--- config.mk ---
export PLATFORM = sky130hd
export DESIGN_NAME = flash_protect_erase_status
export DESIGN_NICKNAME = d
export VERILOG_FILES = /design/src/design/flash_protect_pkg.sv /design/src/design/cmd_step_match.sv /design/src/design/flash_protect_erase_status.sv
export VERILOG_INCLUDE_DIRS = /design/src /design/src/design
export SDC_FILE = /design/constraint.sdc
export NUM_CORES = 1
export LEC_CHECK = 0
export BUFFER_PORTS_ARGS = -buffer_cell sky130_fd_sc_hd__buf_2
export CAP_MARGIN = 20
export CORE_MARGIN = 1.5
export CORE_UTILIZATION = 48
export DETAILED_ROUTE_END_ITERATION = 6
export GPL_TIMING_DRIVEN = 0
export HOLD_SLACK_MARGIN = 0.02
export PLACE_DENSITY = 0.85
export SLEW_MARGIN = 20
export SYNTH_ARGS = -nofsm -noshare
export SYNTH_HDL_FRONTEND = slang
export SYNTH_SLANG_ARGS = --single-unit
--- constraint.sdc ---
create_clock -name clk_sys -period 2.9 [get_ports clk_sys]
set_clock_uncertainty 0.05 [all_clocks]
set_input_delay 0.145 -clock clk_sys [delete_from_list [all_inputs] [get_ports clk_sys]]
set_output_delay 0.145 -clock clk_sys [all_outputs]
set_load 0.02 [all_outputs]
--- src/design/flash_protect_map.svh ---
// register offsets, field positions, reset values and timing counts
`ifndef FLASH_PROTECT_MAP_SVH
`define FLASH_PROTECT_MAP_SVH
`define FLASH_STATUS_ADDR 32'hffffe520
`define FS_RDY_BIT 0
`define FS_ROM_BIT 2
`define FS_PROT_LSB 4
`define FS_PROT_MSB 7
`define FS_RESET_VALUE 32'h00000001
`define CMD_UNLOCK_A 8'haa
`define CMD_UNLOCK_B 8'h55
`define CMD_PROT_ERASE 8'h6a
`define ADDR_UNLOCK_A 8'h55
`define ADDR_UNLOCK_B 8'haa
`define SEQ_LEN 3'd7
`define ERASE_TIME_US 10
`define CLK_MHZ 25
`define ERASE_CYCLES (`ERASE_TIME_US * `CLK_MHZ)
`endif

--- src/design/flash_protect_pkg.sv ---
// types shared by the protection-erase sequencer
package flash_protect_pkg;
    // cpu bus write or read cycle toward the flash
    typedef struct packed {
        logic        wr;
        logic        rd;
        logic [31:0] addr;
        logic [7:0]  wdata;
    } flash_bus_req_t;
    // sequencer states
    typedef enum logic [1:0] {
        ST_READ  = 2'b00,
        ST_ERASE = 2'b01,
        ST_FAIL  = 2'b10
    } seq_state_t;
endpackage

--- src/design/cmd_step_match.sv ---
// one step of the unlock sequence: compares a bus write against its expected pattern
`timescale 1ns/1ps
module cmd_step_match #(
    parameter logic [7:0] ADDR_BYTE = 8'h55,
    parameter logic [7:0] DATA_BYTE = 8'haa
) (
    // bus write seen this cycle
    input wire logic [7:0] addr_hi,
    input wire logic [7:0] wdata,
    // compare result
    output logic hit
);
    // address byte 15:8 and data must both match
    assign hit = (addr_hi == ADDR_BYTE) && (wdata == DATA_BYTE);
endmodule // cmd_step_match

--- src/design/flash_protect_erase_status.sv ---
// protection-flag erase sequencer and flash status register
`timescale 1ns/1ps
`include "flash_protect_map.svh"
module flash_protect_erase_status #(
    parameter int ERASE_CYCLES = `ERASE_CYCLES,
    parameter int BLOCKS = 4
) (
    // clock and reset
    input wire logic clk_sys,
    input wire logic rstn,
    // cpu bus cycles
    input wire flash_protect_pkg::flash_bus_req_t bus_req,
    output logic [31:0] rdata,
    // flash array side
    input wire logic rom_kind_in,
    input wire logic erase_fail,
    input wire logic [3:0] prot_init,
    input wire logic prot_init_load,
    // busy flag to decoder and read-mode controller
    output logic busy
);
    import flash_protect_pkg::*;

    // elaboration check: the flag logic is written for exactly four blocks,
    // and a zero-length erase would never reach its end count
    if (BLOCKS != 4 || ERASE_CYCLES < 1) begin : g_param_check
        $error("unsupported parameter values");
    end

    localparam logic [7:0] CMD_A = `CMD_UNLOCK_A;
    localparam logic [7:0] CMD_B = `CMD_UNLOCK_B;
    localparam logic [7:0] CMD_E = `CMD_PROT_ERASE;
    localparam logic [7:0] AD_A = `ADDR_UNLOCK_A;
    localparam logic [7:0] AD_B = `ADDR_UNLOCK_B;

    // registers
    seq_state_t state_reg, state_next;
    logic [2:0] step_reg, step_next; // writes matched so far
    logic [3:0] prot_reg, prot_next; // block protection flags
    logic [3:0] pair_reg, pair_next; // pair selected for erase
    logic [31:0] cnt_reg, cnt_next; // erase duration counter
    logic rom_reg; // rom kind captured after reset
    logic rom_done_reg; // capture done marker
    logic [31:0] rdata_reg; // status word returned to the cpu

    // step pattern hits
    logic hit_a; // first unlock pattern
    logic hit_b; // second unlock pattern
    logic hit_e1; // erase code at the unlock address
    logic hit_e2; // erase code at any address
    // only address byte 15:8 takes part in the unlock compare
    wire [7:0] ahi = bus_req.addr[15:8];
    wire [7:0] wd = bus_req.wdata;

    // first and fourth writes
    cmd_step_match #(
        .ADDR_BYTE(AD_A),
        .DATA_BYTE(CMD_A)
    ) u_a (
        .addr_hi(ahi),
        .wdata(wd),
        .hit(hit_a)
    );

    // second and fifth writes
    cmd_step_match #(
        .ADDR_BYTE(AD_B),
        .DATA_BYTE(CMD_B)
    ) u_b (
        .addr_hi(ahi),
        .wdata(wd),
        .hit(hit_b)
    );

    // third and sixth writes
    cmd_step_match #(
        .ADDR_BYTE(AD_A),
        .DATA_BYTE(CMD_E)
    ) u_e (
        .addr_hi(ahi),
        .wdata(wd),
        .hit(hit_e1)
    );

    // seventh write: the address carries the pair, so only the data counts
    assign hit_e2 = (wd == CMD_E);

    // expected pattern for the current step (steps 0..5), seventh is any address
    wire step_ok = (step_reg == 3'd0 || step_reg == 3'd3) ? hit_a :
                   (step_reg == 3'd1 || step_reg == 3'd4) ? hit_b :
                   (step_reg == 3'd2 || step_reg == 3'd5) ? hit_e1 : hit_e2;
    // read mode is the only state that takes command writes; status reads are answered in every state
    wire in_read = (state_reg == ST_READ);
    // command writes count only in read mode, so a busy flash drops them silently
    wire cmd_wr = bus_req.wr && in_read;
    // the write that completes the sequence
    wire last_wr = cmd_wr && step_ok && (step_reg == (`SEQ_LEN - 3'd1));
    // seventh write address bit 0 picks the pair: 0 -> flags 1:0, 1 -> flags 3:2;
    // a single flag or all four can never be selected
    wire [3:0] sel_pair = bus_req.addr[0] ? 4'hc : 4'h3;
    // with every flag set the command belongs to the whole-array path, not here
    wire all_prot = (prot_reg == 4'hf);
    // last cycle of the erase time
    wire cnt_end = (cnt_reg == 32'(ERASE_CYCLES - 1));

    // next state logic
    always_comb begin
        state_next = state_reg;
        step_next = step_reg;
        prot_next = prot_reg;
        pair_next = pair_reg;
        cnt_next = cnt_reg;
        unique case (state_reg)
            // read mode: follow the command sequence
            ST_READ: begin
                // stand-in for the protection programming path
                if (prot_init_load) begin
                    prot_next = prot_init;
                end
                if (cmd_wr) begin
                    if (last_wr) begin
                        step_next = 3'd0;
                        // all-protected path is handled elsewhere
                        if (!all_prot) begin
                            state_next = ST_ERASE;
                            pair_next = sel_pair;
                            cnt_next = 32'h0;
                        end
                    end else if (step_ok) begin
                        // expected write: advance one step
                        step_next = step_reg + 3'd1;
                    end else begin
                        // wrong write: start the sequence again
                        step_next = 3'd0;
                    end
                end
            end
            // erase running: bus writes are not looked at here
            ST_ERASE: begin
                // no command can stop this; only rstn or erase_fail does
                if (erase_fail) begin
                    // a failure wins over the end count
                    state_next = ST_FAIL;
                end else if (cnt_end) begin
                    prot_next = prot_reg & ~pair_reg;
                    state_next = ST_READ;
                end else begin
                    // erase still running
                    cnt_next = cnt_reg + 32'h1;
                end
            end
            // failed erase: locked until hardware reset
            ST_FAIL: begin
                state_next = ST_FAIL;
            end
            // unused code: fall back to read mode
            default: begin
                state_next = ST_READ;
            end
        endcase
    end

    // state registers, all cleared by hardware reset; this is also the only
    // way out of a failed erase and, besides erase_fail, the only way to stop a running one
    always_ff @(posedge clk_sys or negedge rstn) begin
        if (!rstn) begin
            state_reg <= ST_READ;
            step_reg <= 3'd0;
            prot_reg <= 4'h0;
            pair_reg <= 4'h0;
            cnt_reg <= 32'h0;
        end else begin
            state_reg <= state_next;
            step_reg <= step_next;
            prot_reg <= prot_next;
            pair_reg <= pair_next;
            cnt_reg <= cnt_next;
        end
    end

    // rom kind captured on the first clock after reset release
    always_ff @(posedge clk_sys or negedge rstn) begin
        if (!rstn) begin
            rom_reg <= 1'b0;
            rom_done_reg <= 1'b0;
        end else if (!rom_done_reg) begin
            rom_reg <= rom_kind_in;
            rom_done_reg <= 1'b1;
        end
    end

    // status word fields; ready flag high only in read mode
    wire ready_busy_flag = in_read;
    wire rom_kind_bit = rom_reg;
    wire [3:0] block_protect_flags = prot_reg;
    // bits 31:8, 3 and 1 are tied to zero
    wire [31:0] status_word = {24'h0, block_protect_flags, 1'b0, rom_kind_bit,
                               1'b0, ready_busy_flag};
    // a read cycle at the status address
    wire status_hit = bus_req.rd && (bus_req.addr == `FLASH_STATUS_ADDR);

    // read data register; writes to the status address do nothing
    always_ff @(posedge clk_sys or negedge rstn) begin
        if (!rstn) begin
            rdata_reg <= 32'h0;
        end else if (status_hit) begin
            rdata_reg <= status_word;
        end
    end

    // outputs: data from the register, busy straight from the state
    assign rdata = rdata_reg;
    // tells the decoder and the read-mode controller that an erase owns the array
    assign busy = !in_read;
endmodule // flash_protect_erase_status

Yosys cells after proc, flatten, opt, wreduce, memory -nomap -nowiden --
Cells that the tools add are included.
Cells by class: $add $sub $neg 2, multipliers 0, divide/modulo/power cells 0, order comparisons 0, equal/unequal tests 24, shifts and indexed selects 0, multiplexer cells 22, bitwise logic cells 3, reductions and logical operators 19
Operator list (count):
- 2-to-1 mux 32 bit | 5
- case mux 32 bit (2 select lines) | 1
- adder 32 x 1 -> 32 bit (second input constant) | 1
- == test 32 bit (second input constant) | 1
- == test 32 x 8 -> 1 bit (second input constant) | 1
- == test 8 x 7 -> 1 bit (second input constant) | 3
- == test 8 bit (second input constant) | 2
- 2-to-1 mux 4 bit | 4
- AND reduction 4 bit | 3
- 2-to-1 mux 2 bit | 5
- inequality test 2 bit (second input constant) | 5
- == test 3 bit (second input constant) | 3
- case mux 4 bit (2 select lines) | 1
- logical AND 1 bit | 7
- == test 3 x 2 -> 1 bit (second input constant) | 2
- 2-to-1 mux 3 bit | 2
- case mux 2 bit (3 select lines) | 1
- AND reduction 6 bit | 1
- bitwise AND 4 bit | 1
- == test 4 bit (second input constant) | 1
- inequality test 2 x 1 -> 1 bit (second input constant) | 2
- NOT 4 bit | 1
- adder 3 x 1 -> 3 bit (second input constant) | 1
- == test 3 x 1 -> 1 bit (second input constant) | 1
- 11 further kinds | 15
Word-level totals: flip-flop bits (word level) 53, latch bits 0, RAM bits 0, bits in read-only memories 0, word-level logic and storage cells 78, memories 0

Longest topological paths before layout --
Gate-level depths: netlist (run 1).
depth in word-level cells 10, depth in mapped cells 9, depth with buffers taken out 8

Modules after synthesis --
Synthesis (run 1) repeated with hierarchy kept, for this count alone.
Second synthesis, totals: cells, all modules 364, area, all modules 3367.0 um^2
By module, submodules not included:
- flash_protect_erase_status | times used 1, cells each 349, area each 3190.6 um^2, seq. area each 1276.2 um^2
- cmd_step_match | times used 3, cells each 5, area each 58.8 um^2, seq. area each 0.0 um^2

Least setup slack after synthesis (run 1) --
OpenSTA, ideal clock, no wires.
path kind register to register, start register step_reg[0], end register cnt_reg[15], setup time 0.077 ns, arrival 2.622 ns, data required time 2.773 ns, path slack 0.151 ns, stages on the path, launching flop included 9, buffers on the path 0, period minus slack after synthesis 2.749 ns, cell sequence dfrtp_1 > ha_1 > ha_1 > or3b_1 > a2111o_1 > a221oi_2 > o21ai_2 > or4_1 > a21oi_1
Between the ends: longest elaborated chain between the ends 9, elaborated cells between the ends (all ways) 17, those cells by class 7 x eq/ne; 3 x mux; 7 x reduce/logical
RTL lines:
- start, declared | line flash_protect_erase_status.sv:38 | logic [2:0] step_reg, step_next;
- start signal, assigned | line flash_protect_erase_status.sv:174 | step_reg <= step_next;
- == test 3 x 2 -> 1 bit or == test 3 bit (tied branches) | line flash_protect_erase_status.sv:91 | (step_reg == 3'd2 || step_reg == 3'd5) ? hit_e1 : hit_e2;
- logical OR 1 bit | line flash_protect_erase_status.sv:91
- 2-to-1 mux 1 bit | line flash_protect_erase_status.sv:91
- 2-to-1 mux 1 bit | line flash_protect_erase_status.sv:90 | (step_reg == 3'd1 || step_reg == 3'd4) ? hit_b :
- 2-to-1 mux 1 bit | line flash_protect_erase_status.sv:89 | wire step_ok = (step_reg == 3'd0 || step_reg == 3'd3) ? hit_a :
- logical AND 1 bit | line flash_protect_erase_status.sv:97 | wire last_wr = cmd_wr && step_ok && (step_reg == (`SEQ_LEN - 3'd1));
- logical AND 1 bit * | line flash_protect_erase_status.sv:97
- inequality test 2 x 1 -> 1 bit (no line) *
- AND reduction 6 bit (no line) *
- end signal, assigned | line flash_protect_erase_status.sv:177 | cnt_reg <= cnt_next;
- end, declared | line flash_protect_erase_status.sv:41 | logic [31:0] cnt_reg, cnt_next;
Every way passes the cells marked *; elsewhere a longest branch is shown, timed or not. A chain may end at the register's enable or synchronous reset.

Worst setup path after layout (run 1) --
start register step_reg[0], end register cnt_reg[13]
Same word-level chain as after synthesis.

==> results by stage, run 1 <==
Timing:
- The max-slew violation count is 0.
- The final worst slack is 0.01157 ns.
- The count of final setup violators is 0.
- For the pin with the worst max-slew slack, the measured transition is 0.6313 ns.
- In this run the tightest slew margin relative to its limit is 57.91%.
- The period utilization is 99.60%.
- Final hold analysis gives a worst-case slack of 0.02103 ns.
- Setup repair after global routing could not meet its margin everywhere.
- Timing would allow up to 346.2 MHz.
- The clock period could shrink to 2.888 ns.
- The total count of hold-check failures in the final report is 0.

Detailed routing:
- After detailed routing, the number of remaining DRC violations is 0.
- The ratio of routed vias to standard cells is 5.778.
- The post-detailed-route wirelength per cell is 14.35 um.
- The number of nets with antenna violations after detailed routing is 0.
- The first detailed-routing pass took 4 iterations.
- Summing over every cut layer, the via total after detailed routing is 3103.
- After the first detailed-routing iteration, the DRC count stood at 252.
- The overall routed net length is 7707 um.

Logic synthesis:
- The fraction of synthesized cell area in xor and xnor cells is 0%.
- The Yosys step of the flow raised 0 warnings.
- The largest family of logic cells by synthesized area is simple AND/OR/NAND/NOR gates.
- The cell count after synthesis is 360.
- Summing the areas of all compound-gate instances in the mapped netlist gives 18.83% of the synthesized area.
- Of the total synthesized cell area, the portion taken by AND, OR, NAND and NOR gates is 27.00%.
- The most used flip-flop cell after synthesis is dfrtp_1.
- Counting flops with a built-in enable in the synthesized netlist gives 0.
- Multiplexer cells account for 1.784% of the synthesized area.
- The mean instance size in the synthesized netlist is 8.765 sq um.
- In the synthesized netlist the async set-or-reset flop fraction comes to 100.0%.
- The number of different library cells used by synthesis comes to 51.
- The synthesis-stage register bit count is 51.
- The total standard cell area after synthesis is 3156 sq um.
- The share of synthesized cell area in full adder, half adder and majority cells is 2.776%.
- Sequential cells were found to cover 40.44% of the synthesized design area.

Setup path:
- The cell family contributing the most delay on the critical path is compound AO/OA/AOI/OAI gates.
- Counting buffers and inverters, the worst setup path is 8 cells deep.
- The number of buffers and inverters on the critical path is 0.
- The most critical setup path has its startpoint at step_reg[0].
- In this design, the stage delay of the slowest critical-path cell is 0.49 ns.
- On the critical path, the stage with the largest delay is an instance of or4_4.
- The required time reported for the critical path endpoint is 3.09 ns.
- The launching element type of the critical path is a register.
- Traced cell by cell, the critical path runs through ha_4 > ha_4 > or3b_4 > a2111o_1 > a221oi_4 > o21ai_4 > or4_4 > a21oi_2.
- The critical path is of the reg -> reg type.
- The element type at the critical path end is a register.
- Along the worst path, the maximum fanout reaches 5.
- The launching point of the worst reg2reg path is step_reg[0].
- The cell count of the worst reg-to-reg path is 8.
- The worst setup slack for register-to-register paths is 0.01 ns.
- The worst endpoint data arrival time is 3.08 ns.
- The critical path endpoint is cnt_reg[13].
- The end of the worst register-to-register path is cnt_reg[13].
- The most frequent cell on the critical path is ha_4.

Place:
- At the end of routability-driven placement, the weighted congestion stood at 0.8828.
- The cell area reported after detailed placement is 3631 sq um.
- Buffers placed on the I/O ports in this run total 57.
- The placed wire-length estimate is 5621 um.
- Prior to clock tree synthesis, the placed netlist has a worst setup slack of -0.1843 ns.

Power:
- In this run the static leakage power is 1.775 nW.
- The total power after layout is 1.266 mW.
- The maximum vdd drop is 0.2352 mV.
- Power spread over the standard cell area amounts to 321.1 nW/um^2.

Finish:
- In the layout the commonest cells are buf_2 (58), dfrtp_1 (51), o21ai_0 (40).
- The synthesis-to-layout area growth is 24.98%.
- Measured on the finished design, the core utilization comes to 62.11%.
- The filler cells instantiated in the layout total 496.
- The library cell used most frequently in the layout, excluding fill and tap cells, is buf_2.
- The share of post-route cells with drive strength above 1 is 27.61%.
- With fillers left out, the area of the finished cells amounts to 3944 sq um.
- The number of inserted diodes is 0.
- The register with the most flip-flops in the layout has 32 of them.
- The number of nets in the final layout is 517.

Run status:
- The flow ran to the end, and the final reports show no timing, DRC or antenna violations.

Clock tree:
- The cell at the root of the clock tree is clkbuf_8.
- After clock tree synthesis, the clock-pin slew on the worst setup and hold paths is 0.10 ns.
- For the worst-skew pair, the clock arrives at the later sink with an insertion delay of 0.32 ns.
- The clock drives 51 sinks.
- The number of clock buffers added by TritonCTS is 5.
- The number of levels the H-tree was split into is 2.
- The clock tree from TritonCTS is built.
- The clock passes through at most 2 buffers.

Floorplan:
- The die height is 84.08 um.
- The initial utilization of the core area, before any placement, comes to 49.69%.
- The floorplan has 29 rows.
- The die covers 7069 sq um.
- The core region is 6350 sq um.
- From left edge to right edge, the die measures 84.08 um.
- The top-level port count is 84.

Global routing:
- The all-layer global routing usage is 22.05%.
- Global routing finished with a remaining overflow of 0.
- The via count of the first global-routing pass was 2960.
- The initial antenna violation count is 0.
- The wire length of the first global-routing pass is 12870 um.
- Entering global routing, the biggest net connects 52 pins.

Run:
- Max-cap violations in this run came to 0.

Hold path:
- The worst hold path passes through 3 cells.
- The path category of the worst min-delay check is in -> reg.
[timing repair]
action,in CTS,in global routing
cloned,1,0
pin swaps,7,15
resized for setup,9,23
hold buffers,5,1
setup endpoints to repair,27,27
endpoints found under the hold margin,5,51
buffers inserted,2,1
[synthesized netlist by cell type (all sizes together), types with 3 or more instances]
cell / number / area, sq um
nand2b: 7 / 43.79
nor4: 9 / 56.30
or2: 3 / 18.77
nand2: 38 / 142.6
nor2b: 5 / 31.28
a31oi: 6 / 37.54
nor2: 15 / 56.30
mux2: 5 / 56.30
or3: 4 / 25.02
nor3: 5 / 25.02
and3: 5 / 31.28
nand3: 11 / 55.05
dfrtp: 51 / 1276
inv: 14 / 52.55
clkbuf: 8 / 30.03
o211ai: 3 / 22.52
a21oi: 18 / 90.09
or4b: 3 / 30.03
o21ai: 46 / 237.7
and2: 5 / 31.28
nand4: 13 / 81.33
or3b: 4 / 37.54
o31ai: 11 / 82.58
or4: 7 / 56.30
buf: 27 / 198.9
and4: 4 / 35.03
ha: 7 / 87.58
[worst min-delay path by stage]
stage | to | from | slack (ns)
after floorplan | block_protect_flags[0] | rstn | -0.20
after CTS | cnt_reg[26] | rstn | 0.02
after global routing | block_protect_flags[3] | prot_init[3] | 0.04
final | block_protect_flags[3] | prot_init[3] | 0.02
after detailed placement | block_protect_flags[2] | prot_init[2] | 0.32
after global placement | block_protect_flags[2] | prot_init[2] | 0.32
[worst register-to-register path: stages, from the launching register on]
cell and delay [ns]:
dfrtp_1 0.44, ha_4 0.19, ha_4 0.16, or3b_4 0.37
a2111o_1 0.43, a221oi_4 0.40, o21ai_4 0.14, or4_4 0.49
a21oi_2 0.15
[layer usage]
metal	up-vias	track usage (%)	share of wire (%)
met5	-	0	0
met3	26	3.165	5.2
met4	0	10.88	3.3
met2	131	37.96	50
met1	1457	26.89	42
li1	1489	-	-
[cell type report]
class | count | area (sq um) | area share, %
multi-input cells | 286 | 1813 | 45.97
flip-flops and latches | 51 | 1276 | 32.36
repair buffers | 66 | 370.4 | 9.391
plain buffers | 35 | 241.5 | 6.123
well taps | 77 | 96.34 | 2.443
clock buffers | 5 | 68.82 | 1.745
inverters | 14 | 52.55 | 1.332
clock inverters | 3 | 25.02 | 0.6345
[metrics by stage]
stage / instances / setup TNS (ns)
finish: 537 / 0
global route: 537 / -0.3785
CTS: 535 / 0
detailed placement: 519 / -1.585
global placement: 519 / -0.1988
floorplan: 385 / 0
[power breakdown]
group	internal (mW)	total (mW)	switching, mW
clock	0.173	0.421	0.248
sequential	0.714	0.716	0.00164
combinational	0.0617	0.130	0.0684
[logic make-up after synthesis]
kind of cell | after synthesis
mux | 5
flops | 51
simple gates | 149
compound gates | 97
other cells | 2
buf+inv | 49
fa+ha+maj | 7
No activity file was read; power rests on OpenSTA's default activity.
==> inputs of run 2 (changes only) <==
--- a/config.mk
+++ b/config.mk
@@ -13,6 +13,7 @@
 export DETAILED_ROUTE_END_ITERATION = 6
 export GPL_TIMING_DRIVEN = 0
 export HOLD_SLACK_MARGIN = 0.02
+export MAX_ROUTING_LAYER = met4
 export PLACE_DENSITY = 0.85
 export SLEW_MARGIN = 20
 export SYNTH_ARGS = -nofsm -noshare
==> results by stage, run 2 (synthesized netlist as in run 1, its figures left out) <==
Run status:
- Outcome: finished, final reports clean (unchanged).

Floorplan:
- The row count is 29 (unchanged).
- The initial cell density of the core is 49.69% (unchanged).
- The core outline area came to 6350 sq um (unchanged).
- The horizontal die dimension is 84.08 um (unchanged).
- The area of the die is 7069 sq um (unchanged).
- The die height was 84.08 um (unchanged).
- The top-level port count was 84 (unchanged).

Global routing:
- The maximum number of pins on one net before global-route repair is 52 (unchanged).
- The wire length of the first global-routing pass is 12880 um (was 12870 um).
- The global-route congestion overflow total is 0 (unchanged).
- The initial antenna violation count is 0 (unchanged).
- The via count of the first global-routing pass was 2963 (was 2960).
- The all-layer global routing usage is 22.68% (was 22.05%).

Setup path:
- The launching element type of the critical path is a register (unchanged).
- The worst endpoint data arrival time was 3.07 ns (was 3.08 ns).
- The element type at the critical path end is a register (unchanged).
- The critical path start-end classification is reg -> reg (unchanged).
- The critical path launch point is step_reg[0] (unchanged).
- The required time reported for the critical path endpoint came to 3.09 ns (about the same).
- The largest driver fanout on the critical path is 5 (unchanged).
- The launching point of the worst reg2reg path is step_reg[0] (unchanged).

Finish:
- The filler-free cell count of the finished design is 537 (unchanged).
- The number of flip-flops in the largest register is 32 (unchanged).
- The area of all placed cells without fillers is 3944 sq um (unchanged).
- The share of post-route cells with drive strength above 1 came to 27.61% (unchanged).
- The number of nets in the final layout is 517 (unchanged).
- Most used cells in the layout excluding fill and tap cells: buf_2 (58), dfrtp_1 (51), o21ai_0 (40) (unchanged).
- The number of inserted diodes came to 0 (unchanged).
- The synthesis-to-layout area growth is 24.98% (unchanged).
- The fraction of the core area covered by cells at the end of the flow was 62.11% (unchanged).
- The most common library cell in the layout ignoring fill and taps is buf_2 (unchanged).

Power:
- The areal power density over the cells is 320.5 nW/um^2 (was 321.1 nW/um^2).
- The maximum vdd drop came to 0.2344 mV (was 0.2352 mV).
- The leakage power figure was 1.775 nW (unchanged).

Timing:
- The post-route minimum period is 2.882 ns (was 2.888 ns).
- The maximum frequency from static timing analysis is 347.0 MHz (was 346.2 MHz).
- The max-slew violation count is 0 (unchanged).
- The period utilization is 99.37% (was 99.60%).
- Unrepaired setup endpoints after global routing: yes (unchanged).
- The final worst slack is 0.01826 ns (was 0.01157 ns).
- The worst relative slew slack is 58.50% (was 57.91%).
- The count of final setup violators is 0 (unchanged).
- The pin slew with the least headroom to its limit was 0.6225 ns (was 0.6313 ns).
- The total count of hold-check failures in the final report came to 0 (unchanged).

Clock tree:
- The maximum clock path buffer count was 2 (unchanged).
- The number of levels the H-tree was split into is 2 (unchanged).
- The cell at the root of the clock tree was clkbuf_8 (unchanged).
- The clock slew seen by the registers of the worst setup and hold paths was 0.10 ns (about the same).
- The clock tree from TritonCTS is built (unchanged).
- The sink count of the clock tree came to 51 (unchanged).
- The total CTS buffers came to 5 (unchanged).
- The clock latency reported for the late side of the worst-skew pair came to 0.31 ns (was 0.32 ns).

Detailed routing:
- The count of unresolved DRC violations after routing was 0 (unchanged).
- The overall routed net length was 7632 um (was 7707 um).
- The number of violations reported at the end of detailed-routing iteration 0 is 240 (was 252).
- The ratio of routed vias to standard cells is 5.724 (was 5.778).
- The post-detailed-route wirelength per cell came to 14.21 um (was 14.35 um).
- The number of nets with antenna violations after detailed routing is 0 (unchanged).
- The detailed-route via count came to 3074 (was 3103).
- The count of TritonRoute iterations in the first routing pass is 4 (unchanged).

Hold path:
- The start point of the worst hold path is prot_init[3] (unchanged).
- The path category of the worst min-delay check is in -> reg (unchanged).

Place:
- The final RePlAce weighted congestion is 0.8975 (was 0.8828).
- The placed wire-length estimate came to 5621 um (unchanged).
- The cell area reported after detailed placement came to 3631 sq um (unchanged).
- The placement-stage worst setup slack is -0.1843 ns (unchanged).
- The number of placed cells counting well taps is 519 (unchanged).
- The count of buffers from port buffering was 57 (unchanged).

Run:
- The number of maximum-capacitance constraint violations was 0 (unchanged).
## run 2: cell counts in the layout (fill, tap and decap cells not counted)
No cell type changed its count.
## run 2: power breakdown
group | total [mW] | internal [mW] | leakage [nW] | switching (mW)
Combinational | 0.130 | 0.0617 | 1.04 | 0.0683
Clock | 0.418 | 0.173 | 0.0443 | 0.246
Sequential | 0.716 | 0.714 | 0.688 | 0.00161
## run 2: layer usage
metal / track usage, % / routed length [um] / vias up / part of all wire (%)
li1: - / - / 1483 / -
met1: 27.01 / 3202 / 1447 / 42
met2: 37.82 / 3801 / 122 / 50
met3: 2.967 / 416 / 22 / 5.5
met4: 11.18 / 211 / 0 / 2.8
met5: - / 0 / - / 0
## run 2: worst paths after layout
check                                         end  slack (ns)  depth (start not counted)
min in group asynchronous            rom_done_reg        0.34                          2
min reg2reg                              rdata[6]        0.44                          2
max reg2reg                           cnt_reg[13]        0.02                          8
max in group asynchronous             cnt_reg[23]        2.04                          2
min                        block_protect_flags[3]        0.02                          3
max                                   cnt_reg[13]        0.02                          8
## run 2: per-stage QoR
step           power, mW  hold slack (ns)  TNS [ns]
2_1_floorplan     0.7988          -0.2006         0
3_3_place_gp      0.8489           0.3158   -0.1988
3_5_place_dp      0.8512           0.3236    -1.585
4_1_cts            1.275          0.02114         0
5_1_grt            1.321          0.04297   -0.3816
6_report           1.264          0.02447         0
## run 2: worst max-delay path, stage by stage, from the launching register on
cell	delay (ns)
dfrtp_1	0.44
ha_4	0.19
ha_4	0.15
or3b_4	0.37
a2111o_1	0.43
a221oi_4	0.40
o21ai_4	0.14
or4_4	0.49
a21oi_2	0.14
## run 2: area by class of cell
type                            count  area (sq um)
Fill cell                         496          2406
Clock inverter                      3         25.02
Multi-Input combinational cell    286          1813
Inverter                           14         52.55
Tap cell                           77         96.34
Buffer                             35         241.5
Sequential cell                    51          1276
Clock buffer                        5         68.82
Timing Repair Buffer               66         370.4
## run 2: timing repair
item                                   in CTS  in global routing
buffers inserted                            2                  1
hold buffers                                5                  1
pin swaps                                   7                 15
setup endpoints to repair                  27                 27
endpoints found under the hold margin       5                 51
gates resized for setup                     9                 23
cloned                                      1                  0
